**config.mk**
```make
export PLATFORM = sky130hd
export DESIGN_NAME = fpr_ctrl
export DESIGN_NICKNAME = d
export VERILOG_FILES = /design/src/inc/fpr_pkg.sv /design/src/design/fpr_ctrl.sv /design/src/design/fpr_pulse.sv
export SDC_FILE = /design/constraint.sdc
export NUM_CORES = 1
export LEC_CHECK = 0
export ABC_AREA = 1
export BUFFER_PORTS_ARGS = -buffer_cell sky130_fd_sc_hd__buf_2
export CAP_MARGIN = 40
export CORE_MARGIN = 2
export CORE_UTILIZATION = 30
export DETAILED_ROUTE_END_ITERATION = 16
export SLEW_MARGIN = 20
export SYNTH_ARGS = -nofsm -noshare
export SYNTH_HDL_FRONTEND = slang
export SYNTH_SLANG_ARGS = --single-unit
```
**constraint.sdc**
```tcl
create_clock -name clk_i -period 4.99 [get_ports clk_i]
set_input_delay 0.499 -clock clk_i [delete_from_list [all_inputs] [get_ports clk_i]]
set_output_delay 0.499 -clock clk_i [all_outputs]
set_load 0.01 [all_outputs]
```
**src/inc/fpr_pkg.sv**
```systemverilog
// Constants and types for the fuse programmer controller
//
// Behaviour
// (RULE1) Unblown master fuse forces parity error low
// (RULE2) Blown master fuse passes combined parity through
// (RULE3) Parity error pulls amplifier output low
// (RULE4) Code parity is XOR of 18 code bits
// (RULE5) Combined parity is code parity XOR parity fuse
// (RULE6) Function 11 packet enters read, value ignored
// (RULE7) Read loads parameter, MSB on readback pin
// (RULE8) Falling edges shift readback, seven more pulses
// (RULE9) Eighth pulse after entry ends read mode
// (RULE10) Short parameters read back zero-padded at top
// (RULE11) Amplifier output mirrors readback bits in read
// (RULE12) Sense packet value LSB 1 selects low current
// (RULE13) Sense packet value LSB 0 restores high current
// (RULE14) Low sense current is four times lower
// (RULE15) Sense selection volatile, high after power-up
// (RULE16) Program other-functions value 01 blows master fuse
// (RULE17) Never retry a fuse already attempted
// (RULE18) Codes first, parity next, master fuse last
// (RULE19) Verify with low then high sense current
// (RULE20) 38-bit packet with fixed start and end fields
// (RULE21) Short pulse shifts in a zero
// (RULE22) Long pulse shifts in a one, gap between pulses
// (RULE23) Parity and master fuse values feed parity check
package fpr_pkg;
  // ---------------------------------------------------------------
  // Register map
  // ---------------------------------------------------------------
  localparam logic [7:0] ADR_CMD    = 8'h00;
  localparam logic [7:0] ADR_STATUS = 8'h04;
  localparam logic [7:0] ADR_RDATA  = 8'h08;
  localparam logic [7:0] ADR_RB0    = 8'h10;
  localparam int CMD_GO_BIT   = 31;
  localparam int ST_BUSY      = 0;
  localparam int ST_REFUSED   = 1;
  localparam int ST_LOW_SENSE = 2;
  localparam int ST_MASTER    = 3;
  localparam int ST_CODE_XOR  = 4;
  localparam int ST_COMB_PAR  = 5;
  localparam int ST_PAR_ERR   = 6;
  // ---------------------------------------------------------------
  // Packet fields
  // ---------------------------------------------------------------
  localparam logic [11:0] PKT_START = 12'h801;
  localparam logic [11:0] PKT_END   = 12'h7FE;
  localparam logic [1:0]  PKT_DUMMY = 2'h2;
  localparam int          PKT_BITS  = 38;
  localparam logic [1:0] FN_SENSE = 2'h0;
  localparam logic [1:0] FN_SIM   = 2'h1;
  localparam logic [1:0] FN_PROG  = 2'h2;
  localparam logic [1:0] FN_READ  = 2'h3;
  localparam logic [1:0] PAR_OTHER = 2'h3;
  localparam logic [7:0] OTHER_MASTER = 8'h01;
  localparam logic [7:0] OTHER_PARITY = 8'h04;
  localparam int READ_BITS = 8;
  // ---------------------------------------------------------------
  // Timing
  // ---------------------------------------------------------------
  localparam int CLK_MHZ    = 250;
  localparam int T0_NS      = 1000;
  localparam int T0_CYC     = (T0_NS * CLK_MHZ + 999) / 1000;
  localparam int T1_MIN_US  = 50;
  localparam int T1_CYC     = T1_MIN_US * CLK_MHZ;
  localparam int GAP_MIN_US = 10;
  localparam int GAP_CYC    = GAP_MIN_US * CLK_MHZ;
  localparam int BLOW_MS    = 1;
  localparam int BLOW_CYC   = BLOW_MS * 1000 * CLK_MHZ;
  localparam int TMR_W      = 20;
  // ---------------------------------------------------------------
  // Types
  // ---------------------------------------------------------------
  typedef struct packed {
    logic [1:0] func;
    logic [1:0] param;
    logic [7:0] value;
  } fpr_cmd_s;
endpackage : fpr_pkg
```
**src/design/fpr_ctrl.sv**
```systemverilog
// Fuse programmer controller with Wishbone register port
//
// The register addresses and register access over Wishbone are this design's own decisions.
module fpr_ctrl #(
  parameter int T1_CYC   = fpr_pkg::T1_CYC,
  parameter int GAP_CYC  = fpr_pkg::GAP_CYC,
  parameter int BLOW_CYC = fpr_pkg::BLOW_CYC
) (
  input  wire logic        clk_i,
  input  wire logic        rst_i,
  input  wire logic        wb_cyc_i,
  input  wire logic        wb_stb_i,
  input  wire logic        wb_we_i,
  input  wire logic [7:0]  wb_adr_i,
  input  wire logic [3:0]  wb_sel_i,
  input  wire logic [31:0] wb_dat_i,
  output logic [31:0]      wb_dat_o,
  output logic             wb_ack_o,
  input  wire logic        filter_or_readback_pin_i,
  output logic             serial_pulse_input_o
);
  import fpr_pkg::*;

  typedef enum logic [2:0] {
    S_IDLE  = 3'b000,
    S_SEND  = 3'b001,
    S_BLOW  = 3'b010,
    S_RPULS = 3'b011
  } fpr_st_e;

  fpr_st_e                st_r, st_nxt;
  fpr_cmd_s               cmd_r, cmd_nxt;
  logic [PKT_BITS-1:0]    sh_r, sh_nxt;
  logic [5:0]             bcnt_r, bcnt_nxt;
  logic [3:0]             rcnt_r, rcnt_nxt;
  logic [TMR_W-1:0]       tmr_r, tmr_nxt;
  logic [7:0]             rdata_r, rdata_nxt;
  logic                   refused_r, refused_nxt;
  logic                   low_sense_r, low_sense_nxt;
  logic                   master_r, master_nxt;
  logic [3:0][7:0]        tried_r, tried_nxt;
  logic [3:0][7:0]        rb_r, rb_nxt;
  logic [31:0]            dat_nxt;
  logic                   ack_nxt;
  logic                   p_start, p_idle, p_done;
  logic                   req, wr_cmd, wr_stat, prog_ok;
  fpr_cmd_s               new_cmd;
  logic                   code_xor, comb_par, par_err;
  logic [3:0]             rb_hit;

  fpr_pulse #(
    .T1_CYC  (T1_CYC),
    .GAP_CYC (GAP_CYC)
  ) u_pulse (
    .clk_i   (clk_i),
    .rst_i   (rst_i),
    .start_i (p_start),
    .bit_i   (sh_r[PKT_BITS-1]),
    .idle_o  (p_idle),
    .pin_o   (serial_pulse_input_o),
    .done_o  (p_done)
  );

  // ---------------------------------------------------------------
  // Bus decode
  // ---------------------------------------------------------------
  assign req     = wb_cyc_i && wb_stb_i && !wb_ack_o;
  assign wr_cmd  = req && wb_we_i && wb_adr_i == ADR_CMD &&
                   wb_sel_i == 4'hF && wb_dat_i[CMD_GO_BIT];
  assign wr_stat = req && wb_we_i && wb_adr_i == ADR_STATUS &&
                   wb_sel_i[0] && wb_dat_i[ST_REFUSED];
  assign new_cmd = fpr_cmd_s'(wb_dat_i[11:0]);

  // One fuse per packet, never twice, nothing after master [RULE17]
  assign prog_ok = $onehot(new_cmd.value) && !master_r &&
                   ((tried_r[new_cmd.param] & new_cmd.value) == 8'h00) &&
                   (new_cmd.param != PAR_OTHER ||
                    (new_cmd.value & ~(OTHER_MASTER | OTHER_PARITY)) == 8'h00);

  // Expected device parity from the read-back codes
  assign code_xor = ^{rb_r[0][2:0], rb_r[1][6:0], rb_r[2]}; // [RULE4]
  assign comb_par = code_xor ^ rb_r[3][2];                  // [RULE5] [RULE23]
  assign par_err  = rb_r[3][0] & comb_par;                  // [RULE1] [RULE2]

  generate
    for (genvar g = 0; g < 4; g++) begin : g_rb
      assign rb_hit[g] = (wb_adr_i == ADR_RB0 + 8'(4 * g));
    end
  endgenerate

  // Wait out the done cycle so the emitter sees the shifted bit
  assign p_start = (st_r == S_SEND || st_r == S_RPULS) && p_idle && !p_done;

  // ---------------------------------------------------------------
  // Sequencer
  // ---------------------------------------------------------------
  always_comb begin
    st_nxt        = st_r;
    cmd_nxt       = cmd_r;
    sh_nxt        = sh_r;
    bcnt_nxt      = bcnt_r;
    rcnt_nxt      = rcnt_r;
    tmr_nxt       = tmr_r;
    rdata_nxt     = rdata_r;
    refused_nxt   = refused_r && !wr_stat;
    low_sense_nxt = low_sense_r;
    master_nxt    = master_r;
    tried_nxt     = tried_r;
    rb_nxt        = rb_r;
    unique case (st_r)
      S_IDLE: begin
        if (wr_cmd) begin
          if (new_cmd.func == FN_PROG && !prog_ok) begin
            refused_nxt = 1'b1;
          end else begin
            cmd_nxt  = new_cmd;
            // Framed packet, MSB of each field first [RULE20] [RULE6]
            sh_nxt   = {PKT_START, new_cmd.func, new_cmd.param,
                        PKT_DUMMY, new_cmd.value, PKT_END};
            bcnt_nxt = '0;
            st_nxt   = S_SEND;
            if (new_cmd.func == FN_PROG) begin
              tried_nxt[new_cmd.param] = tried_r[new_cmd.param] |
                                         new_cmd.value; // [RULE17]
              // Master blown last, locks out programming [RULE16] [RULE18]
              if (new_cmd.param == PAR_OTHER && new_cmd.value == OTHER_MASTER)
                master_nxt = 1'b1;
            end
          end
        end
      end
      S_SEND: begin
        if (p_done) begin
          sh_nxt   = {sh_r[PKT_BITS-2:0], 1'b0};
          bcnt_nxt = bcnt_r + 6'h01;
          if (bcnt_r == 6'(PKT_BITS - 1)) begin
            tmr_nxt = '0;
            if (cmd_r.func == FN_READ) begin
              // MSB already on the pin after entry [RULE7] [RULE11]
              rdata_nxt = {rdata_r[6:0], filter_or_readback_pin_i};
              rcnt_nxt  = 4'h1;
              st_nxt    = S_RPULS;
            end else if (cmd_r.func == FN_PROG) begin
              st_nxt = S_BLOW;
            end else begin
              if (cmd_r.func == FN_SENSE && cmd_r.param == 2'h0)
                low_sense_nxt = cmd_r.value[0]; // [RULE12] [RULE13]
              st_nxt = S_IDLE;
            end
          end
        end
      end
      S_BLOW: begin
        tmr_nxt = tmr_r + TMR_W'(1);
        if (tmr_r == TMR_W'(BLOW_CYC - 1))
          st_nxt = S_IDLE;
      end
      S_RPULS: begin
        if (p_done) begin
          if (rcnt_r < 4'(READ_BITS)) begin
            // Each falling edge brings the next bit [RULE8] [RULE10]
            rdata_nxt = {rdata_r[6:0], filter_or_readback_pin_i};
            rcnt_nxt  = rcnt_r + 4'h1;
          end else begin
            // Eighth pulse closes read mode [RULE9]
            rb_nxt[cmd_r.param] = rdata_r;
            st_nxt = S_IDLE;
          end
        end
      end
      default: st_nxt = S_IDLE;
    endcase
    if (wr_cmd && st_r != S_IDLE)
      refused_nxt = 1'b1;
  end

  // ---------------------------------------------------------------
  // Bus answer
  // ---------------------------------------------------------------
  always_comb begin
    ack_nxt = req;
    dat_nxt = 32'h0000_0000;
    if (req && !wb_we_i) begin
      if (wb_adr_i == ADR_CMD) begin
        dat_nxt[11:0] = cmd_r;
      end else if (wb_adr_i == ADR_STATUS) begin
        dat_nxt[ST_BUSY]      = (st_r != S_IDLE);
        dat_nxt[ST_REFUSED]   = refused_r;
        dat_nxt[ST_LOW_SENSE] = low_sense_r; // [RULE14] [RULE19]
        dat_nxt[ST_MASTER]    = master_r;
        dat_nxt[ST_CODE_XOR]  = code_xor;
        dat_nxt[ST_COMB_PAR]  = comb_par;
        dat_nxt[ST_PAR_ERR]   = par_err;     // [RULE3]
      end else if (wb_adr_i == ADR_RDATA) begin
        dat_nxt[7:0] = rdata_r;
      end else begin
        for (int i = 0; i < 4; i++)
          if (rb_hit[i]) dat_nxt[7:0] = rb_r[i];
      end
    end
  end

  always_ff @(posedge clk_i) begin
    if (rst_i) begin
      st_r        <= S_IDLE;
      cmd_r       <= '0;
      sh_r        <= '0;
      bcnt_r      <= '0;
      rcnt_r      <= '0;
      tmr_r       <= '0;
      rdata_r     <= '0;
      refused_r   <= 1'b0;
      low_sense_r <= 1'b0; // [RULE15]
      master_r    <= 1'b0;
      tried_r     <= '0;
      rb_r        <= '0;
      wb_ack_o    <= 1'b0;
      wb_dat_o    <= '0;
    end else begin
      st_r        <= st_nxt;
      cmd_r       <= cmd_nxt;
      sh_r        <= sh_nxt;
      bcnt_r      <= bcnt_nxt;
      rcnt_r      <= rcnt_nxt;
      tmr_r       <= tmr_nxt;
      rdata_r     <= rdata_nxt;
      refused_r   <= refused_nxt;
      low_sense_r <= low_sense_nxt;
      master_r    <= master_nxt;
      tried_r     <= tried_nxt;
      rb_r        <= rb_nxt;
      wb_ack_o    <= ack_nxt;
      wb_dat_o    <= dat_nxt;
    end
  end
endmodule : fpr_ctrl

```
**src/design/fpr_pulse.sv**
```systemverilog
// Width-coded pulse emitter for the single-wire serial input
module fpr_pulse #(
  parameter int T1_CYC  = fpr_pkg::T1_CYC,
  parameter int GAP_CYC = fpr_pkg::GAP_CYC
) (
  input  wire logic clk_i,
  input  wire logic rst_i,
  input  wire logic start_i,
  input  wire logic bit_i,
  output logic      idle_o,
  output logic      pin_o,
  output logic      done_o
);
  import fpr_pkg::*;

  typedef enum logic [1:0] {
    P_IDLE = 2'b00,
    P_HIGH = 2'b01,
    P_GAP  = 2'b10
  } fpr_pst_e;

  fpr_pst_e          st_r, st_nxt;
  logic [TMR_W-1:0]  cnt_r, cnt_nxt;
  logic              bit_r, bit_nxt;
  logic              pin_nxt, done_nxt;
  logic [TMR_W-1:0]  width;

  assign width = bit_r ? TMR_W'(T1_CYC - 1) : TMR_W'(T0_CYC - 1);

  always_comb begin
    st_nxt   = st_r;
    cnt_nxt  = cnt_r + TMR_W'(1);
    bit_nxt  = bit_r;
    pin_nxt  = pin_o;
    done_nxt = 1'b0;
    unique case (st_r)
      P_IDLE: begin
        cnt_nxt = '0;
        if (start_i) begin
          bit_nxt = bit_i;
          pin_nxt = 1'b1;
          st_nxt  = P_HIGH;
        end
      end
      P_HIGH: begin
        // Width picks the shifted value [RULE21] [RULE22]
        if (cnt_r == width) begin
          pin_nxt = 1'b0;
          cnt_nxt = '0;
          st_nxt  = P_GAP;
        end
      end
      P_GAP: begin
        // Gap before the next pulse [RULE22]
        if (cnt_r == TMR_W'(GAP_CYC - 1)) begin
          done_nxt = 1'b1;
          st_nxt   = P_IDLE;
        end
      end
      default: st_nxt = P_IDLE;
    endcase
  end

  always_ff @(posedge clk_i) begin
    if (rst_i) begin
      st_r   <= P_IDLE;
      cnt_r  <= '0;
      bit_r  <= 1'b0;
      pin_o  <= 1'b0;
      done_o <= 1'b0;
      idle_o <= 1'b1;
    end else begin
      st_r   <= st_nxt;
      cnt_r  <= cnt_nxt;
      bit_r  <= bit_nxt;
      pin_o  <= pin_nxt;
      done_o <= done_nxt;
      idle_o <= (st_nxt == P_IDLE);
    end
  end

  // ---------------------------------------------------------------
  // Checks
  // ---------------------------------------------------------------
  logic [TMR_W-1:0] hi_cnt_r;
  always_ff @(posedge clk_i) begin
    if (rst_i || !pin_o) hi_cnt_r <= '0;
    else                 hi_cnt_r <= hi_cnt_r + TMR_W'(1);
  end
endmodule : fpr_pulse

```
==> key figures, run 1 <==
Setup path
  – Maximum fanout along the worst path: 13
  – Req. time, crit path: 5.33 ns
  – Crit path DAT: around 4.2 ns
  – Crit path max-delay family: adder cells
  – Max incr delay on CP: 0.51 ns
  – Crit Path Class: in -> reg
  – Critical Path Most Common Cell: fa_1
  – Slowest-stage cell, CP: fa_1
  – Critical path buffer and inverter count: 4
  – Worst setup EP type: flop
  – Critical Path Source Type: input port
  – CP cell instances: buf_2 > inv_1 > fa_1 > fa_1 > fa_1 > inv_1 > ha_1 > inv_1 > fa_1 > nand3_1 > a21oi_1 > nand2_1 > a21oi_2 > nand3_2 > nand2_1 > nand2_1 > o21ai_0 > nor2_1

Clocking
  – Clock buffer depth: 2
  – TritonCTS Buffers: 17
  – Hold-fix buffers at CTS: 0
  – CTS tree: yes
  – Resized Gates After CTS: 0
  – Num Clock Sinks: 195
  – CTS root buf: clkbuf_16
  – Worst-path clk slew: about 0.08 ns
  – Clk_lat worst skew: ~0.45 ns
  – H-tree Lvls: 4
  – Post CTS Setup Buffer Count: 0

STA
  – Fmax: approximately 260 MHz
  – Max Slew Vio Count: 0
  – Final Hold Viols: 0
  – Setup TNS Final: 0 ns
  – Worst slew margin: 0.422
  – Post-route setup slack: about 1.1 ns
  – RSZ-0062 raised after global routing: no
  – Clock skew: 0.0128 ns
  – Final period util: 0.772
  – Tightest Pin Transition: 0.861 ns
  – Final setup fails: 0
  – Min cycle time layout: 3.85 ns

Synth
  – Synth Area in Simple Gates: 0.312
  – Compound-Gate Fraction of Synth Area: 0.135
  – Syn_area_per_cell: 6.79 um2
  – Post-Synthesis Cells: 1,438
  – Adder-cell share of the synthesized area: 0.0197
  – Most frequent cell after synthesis: nand2_1
  – Post-Synth XOR/XNOR Area: 0.0242
  – Seq/Total Area, Yosys: 0.400
  – Asr flop ratio synth: 0
  – Multiplexer share of the synthesized area: 0
  – Area contributors post-synth: dfxtp_1 (40%), nand2_1 (13%), nor2_1 (7.4%), inv_1 (6.7%), a21oi_1 (6.0%)
  – Number of synthesized flops with an enable pin: 0
  – Synth Flop Type: dfxtp_1
  – Number of distinct library cells after synthesis: 48
  – YS warnings: 0
  – Yosys reg bits: 195
  – Area leader, netlist: dfxtp_1
  – Netlist Area Pre-Place: 9760 um2
  – Synth top area share: 0.400
  – Most frequent cells after synthesis: nand2_1 (336), dfxtp_1 (195), nor2_1 (193)
  – Largest family of logic cells by synthesized area: simple AND/OR/NAND/NOR gates

Final layout
  – Syn-to-layout area delta: 11.8%
  – Area of the multi-input gates: 4870 um2
  – Filler cells: 3,449
  – Share of cells above drive strength 1: 0.0841
  – Diode count: 0
  – Core Util, Final: 0.338
  – Layout Nets: 1,525
  – FF/Latch Area: roughly 3900 um2

Placed design
  – Pre-CTS setup slack: 0.655 ns
  – Hpwl dp: 17,400 um
  – Port bufs: 44
  – GP Congestion: a little under 0.9

Floorplanning
  – Row count: between 60 and 70
  – Initial Utilization: 0.302
  – Core area: 32,300 um2
  – Chip Width: 184 um
  – Die area: 34,000 um2
  – Io pins: 84
  – Die H: 184 um

Global routing
  – Largest net degree at the start of global routing: 53
  – Grt total ovfl: 0
  – Antenna violations before repair: 0
  – First-pass GRT wire length: 39,400 um
  – Vias in the first global route: 8,012
  – Tot GR Track Use: 0.145

Power
  – Sw Ratio: 0.293
  – LEAKAGE: 4.47 nW
  – Net switching power: 1.01 mW
  – Combinational share of power: 0.103
  – Total chip power: about 3.5 mW
  – Clock share of power: 0.410
  – Sequential share of power: 0.487
  – Peak VDD IR: 0.000233 V
  – P_int: 2.44 mW
  – Cell Pwr Density: 317 nW/um2

Drt
  – DRT antenna net count: 0
  – Pre-antenna DRT Iters: 5
  – Final wirelength: 24,000 um
  – Initial DRC Count: 670
  – Routed via count: 8,797
  – Wirelength per Cell: between 10 and 15 um
  – DRC errors left: 0
  – Vias per cell: about 4.6

Flow run
  – Max-Cap Viols: 0

Min path
  – Hold Path Class: in -> reg

Outcome
  – Status: finished clean
==> sequential cells by signal (all words and copies together) (netlist names), 2 cells and up <==
name / cells
sh_r: 37
rb_r: 32
tried_r: 32
tmr_r: 20
u_pulse.cnt_r: 20
cmd_r: 12
wb_dat_o: 12
rdata_r: 8
bcnt_r: 6
rcnt_r: 4
st_r: 2
u_pulse.st_r: 2
==> tightest hold or removal path: stages <==
cell and delay [ns]:
buf_2 0.07, o21ai_0 0.07, nor2_1 0.08
==> layout by cell type (no fill, tap or decap), types with 3 or more instances in the layout <==
cell and n:
nand4_4 3, buf_4 7, buf_2 44, dfxtp_1 195, o21ai_0 95, xnor2_1 10
o211ai_1 4, clkbuf_16 17, nand2_2 5, nand2_1 336, fa_1 4, conb_1 20
nor4_1 17, a31oi_1 3, inv_8 3, a21oi_2 5, a21oi_1 118, a31o_2 3
clkinv_4 3, nor2_1 193, nand3_1 60, ha_1 9, clkinv_8 3, xor2_1 17
inv_1 173, nor3_1 41, nor2_2 6, inv_2 5, o22ai_1 4, o21ai_1 9
nand4_1 30, or2_2 5
==> power groups by stage <==
stage          Combinational, mW  Clock (mW)  Sequential (mW)
3_3_place_gp               0.343           0             1.72
5_1_grt                    0.405        1.51             1.69
4_1_cts                    0.356        1.44             1.68
6_report                   0.355        1.42             1.68
3_5_place_dp               0.354           0             1.72
2_1_floorplan              0.283           0             1.68
==> layout make-up <==
cell class                      count  share of cell area
Multi-Input combinational cell   1015               0.446
Inverter                          180              0.0621
Clock inverter                     14              0.0155
Sequential cell                   195               0.358
Timing Repair Buffer               53              0.0278
Clock buffer                       18              0.0402
Tap cell                          442              0.0507
==> through the flow <==
step	instances	hold WS, ns	cell area [um2]
after floorplan	1457	0.403	9840
after global placement	1884	0.411	10300
after detailed placement	1885	0.412	10300
after CTS	1917	0.297	10900
after global routing	1917	0.304	10900
final	1917	0.305	10900
==> cell families (layout without fill, tap and decap cells) <==
logic type	Yosys count	count (layout)
flops	195	195
compound gates	249	249
buf+inv	247	265
other cells	1	20
fa+ha+maj	13	13
xor+xnor	27	27
simple gates	706	706
==> final timing paths <==
| kind | start | endpoint | slack [ns] | cells after the start |
|---|---|---|---|---|
| worst max-delay path | wb_dat_i[1] | cmd_r[5] | 1.14 | 18 |
| worst max register to register | st_r[0] | rb_r[19] | 2.38 | 7 |
| worst min-delay path | filter_or_readback_pin_i | rdata_r[0] | 0.31 | 3 |
| worst min register to register | tried_r[30] | tried_r[30] | 0.42 | 2 |
==> layer usage <==
layer  track usage  wire, um  vias to the layer above  part of all wire
li1              -         -                     4631                 -
met4        0.0438       412                        0             0.017
met2         0.232     10600                      179              0.44
met1         0.196     12000                     3964              0.50
met5             0         0                        -                 0
met3        0.0287      1040                       23             0.043
No activity file was read; power rests on OpenSTA's default activity.
==> inputs of run 2 (changes only) <==
clock period = 3.5 ns   (was 4.99 ns; I/O delays follow)
==> run 2 against run 1 <==
The flow now finishes with violations (negative setup slack). Clock skew shrank 0.0019 ns. Sequential share of layout area shrank 1.3 points. Cell area grew 3.9%. Setup slack lost 1.2 ns. Largest cell class unchanged. Via count grew 2.3%. Worst hold slack lost 0.13 ns. Highest routed layer unchanged. Critical path type unchanged. Combinational power grew 62%. Critical path depth is the same. Largest power group unchanged.
==> key figures, run 2 (synthesis results as in run 1) <==
Outcome
  – Status: finished, violations left
  – Violated checks: negative setup slack

Floorplanning
  – Io pins: 84 (unchanged)
  – Core area: 32,300 um2 (unchanged)
  – Die H: 184 um (unchanged)
  – Die area: 34,000 um2 (unchanged)
  – Chip Width: 184 um (unchanged)
  – Row count: 66 (unchanged)
  – Initial Utilization: 0.302 (unchanged)

Global routing
  – Antenna violations before repair: 0 (unchanged)
  – Vias in the first global route: 8,161 (+1.9%)
  – Grt total ovfl: 0 (unchanged)
  – Largest net degree at the start of global routing: 56 (+5.7%)
  – Tot GR Track Use: 0.147 (+0.00219)
  – First-pass GRT wire length: 40,200 um (+2.1%)

Clocking
  – Worst-path clk slew: 0.07 ns (about the same)
  – CTS root buf: clkbuf_16
  – Hold-fix buffers at CTS: 0 (unchanged)
  – Num Clock Sinks: 195 (unchanged)
  – Clock buffer depth: 2 (unchanged)
  – TritonCTS Buffers: 17 (unchanged)
  – Clk_lat worst skew: 0.43 ns (-0.02 ns)
  – CTS tree: yes
  – H-tree Lvls: 4 (unchanged)

Min path
  – Hold Path Class: in -> reg
  – Worst Hold Depth: 3 (unchanged)

Power
  – Total chip power: 5.05 mW (+46%)
  – LEAKAGE: 4.66 nW (+4.3%)
  – Cell Pwr Density: 445 nW/um2 (+41%)
  – Peak VDD IR: 0.000296 V (+27%)

Setup path
  – Worst setup EP type: flop
  – Slowest-stage cell, CP: fa_1
  – Crit path max-delay family: adder cells
  – R2R cell count: 11 (+4)
  – Maximum fanout along the worst path: 16 (+3)
  – Crit path depth: 18 (unchanged)
  – Crit path DAT: 3.87 ns (-0.33 ns)
  – CP cell instances: buf_12 > inv_12 > fa_1 > fa_1 > fa_1 > inv_1 > ha_2 > inv_2 > fa_1 > nand3_1 > a21oi_1 > nand2_1 > a21oi_2 > nand2_2 > nor2_8 > nand4_4 > nor2_1 > nor2_1
  – Crit Path Class: in -> reg
  – Critical Path Source Type: input port
  – Max incr delay on CP: 0.55 ns (+0.04 ns)
  – Critical Path Most Common Cell: fa_1
  – Req. time, crit path: 3.83 ns (-1.50 ns)
  – Critical path buffer and inverter count: 4 (unchanged)

Drt
  – DRC errors left: 0 (unchanged)
  – Initial DRC Count: 726 (+8.4%)
  – Pre-antenna DRT Iters: 5 (unchanged)
  – DRT antenna net count: 0 (unchanged)
  – Final wirelength: 25,100 um (+4.5%)
  – Vias per cell: 4.63 (+0.83%)
  – Routed via count: 9,000 (+2.3%)
  – Wirelength per Cell: 12.9 um (+3.0%)

STA
  – Min cycle time layout: about 3.5 ns
  – RSZ-0062 raised after global routing: yes
  – Tightest Pin Transition: 0.880 ns (+0.0188 ns)
  – Final Hold Viols: 0 (unchanged)
  – Clock skew: 0.0109 ns (-0.00193 ns)
  – Final period util: 1.01
  – Post-route setup slack: -0.0433 ns (-1.18 ns)
  – Setup TNS Final: -0.786 ns (-0.786 ns)
  – Final setup fails: 38 (+38)
  – Worst slew margin: 0.413 (-0.00873)
  – Max Slew Vio Count: 0 (unchanged)
  – Fmax: 282 MHz

Final layout
  – Commonest non-fill, non-tap cell in the layout: nand2_1
  – Most flops, register: sh_r
  – Syn-to-layout area delta: 16.2%
  – Most frequent cells in the layout: nand2_1 (331), dfxtp_1 (195), nor2_1 (180)
  – Core Util, Final: 0.351 (+0.0132)
  – Largest registers: sh_r: 37 flops, rb_r: 32 flops, tried_r: 32 flops
  – Share of cells above drive strength 1: 0.116 (+0.0317)
  – Max reg flops: 37 (unchanged)
  – Layout Nets: 1,553 (+1.8%)
  – Diode count: 0 (unchanged)

Placed design
  – Port bufs: 44 (unchanged)
  – Hpwl dp: 17,900 um (+3.0%)
  – GP Congestion: 0.913 (+3.2%)

Flow run
  – Max-Cap Viols: 0 (unchanged)
==> run 2: changes by cell type in the layout (fill, tap and decap cells not counted), moves of 4 or more <==
cell | before | now
buf_6 | 1 | 7
inv_6 | 2 | 6
nor2_2 | 6 | 18
inv_1 | 173 | 169
buf_4 | 7 | 26
nor2_1 | 193 | 180
nand2_1 | 336 | 331
==> run 2: per-layer routing <==
metal | GRT usage | wire length, um
met5 | 0 | 0
met4 | 0.0506 | 492
met3 | 0.0312 | 1450
met2 | 0.234 | 11200
met1 | 0.197 | 12000
==> run 2: final timing paths <==
kind / to / from / slack [ns]
setup / recovery: tried_r[15] / wb_dat_i[0] / -0.04
hold / removal: rdata_r[0] / filter_or_readback_pin_i / 0.17
setup reg to reg: tmr_r[11] / st_r[0] / 0.84
hold reg to reg: tried_r[27] / tried_r[27] / 0.43
==> run 2: where the power goes <==
| group | internal (mW) | switching (mW) |
|---|---|---|
| logic | 0.200 | 0.375 |
| registers | 2.29 | 0.116 |
| clock network | 1.16 | 0.913 |
| total | 3.65 | 1.40 |
==> run 2: worst register-to-register path, stage by stage (launching register included) <==
cell     delay (ns)
dfxtp_1        0.50
nand2_1        0.21
inv_2          0.32
nand2_2        0.28
nor2_2         0.25
nor2_1         0.06
buf_4          0.19
nor3_2         0.23
nand4_1        0.21
nor2_1         0.14
nor2_1         0.05
nor3_1         0.12
==> run 2: cell type report <==
type / count / area [um2]
Clock inverter: 12 / 166
Timing Repair Buffer: 79 / 589
Fill cell: 3419 / 20900
Tap cell: 442 / 553
Inverter: 180 / 691
Clock buffer: 20 / 447
Sequential cell: 195 / 3900
Multi-Input combinational cell: 1017 / 4990
==> run 2: per-stage QoR <==
stage / area, um2 / hold WS [ns] / instances / worst slack (ns)
finish: 11300 / 0.171 / 1945 / -0.0433
detailed placement: 10500 / 0.414 / 1903 / -0.559
CTS: 11100 / 0.158 / 1938 / -0.00688
global placement: 10500 / 0.412 / 1903 / -0.483
global route: 11300 / 0.166 / 1945 / -0.203
floorplan: 9860 / 0.403 / 1457 / -0.171
==> run 2: repair_timing <==
action | CTS | global route
pin swaps | 2 | 15
setup endpoints to repair | 26 | 84
cloned | 1 | 4
gates resized for setup | 6 | 32
buffers inserted | 2 | 2
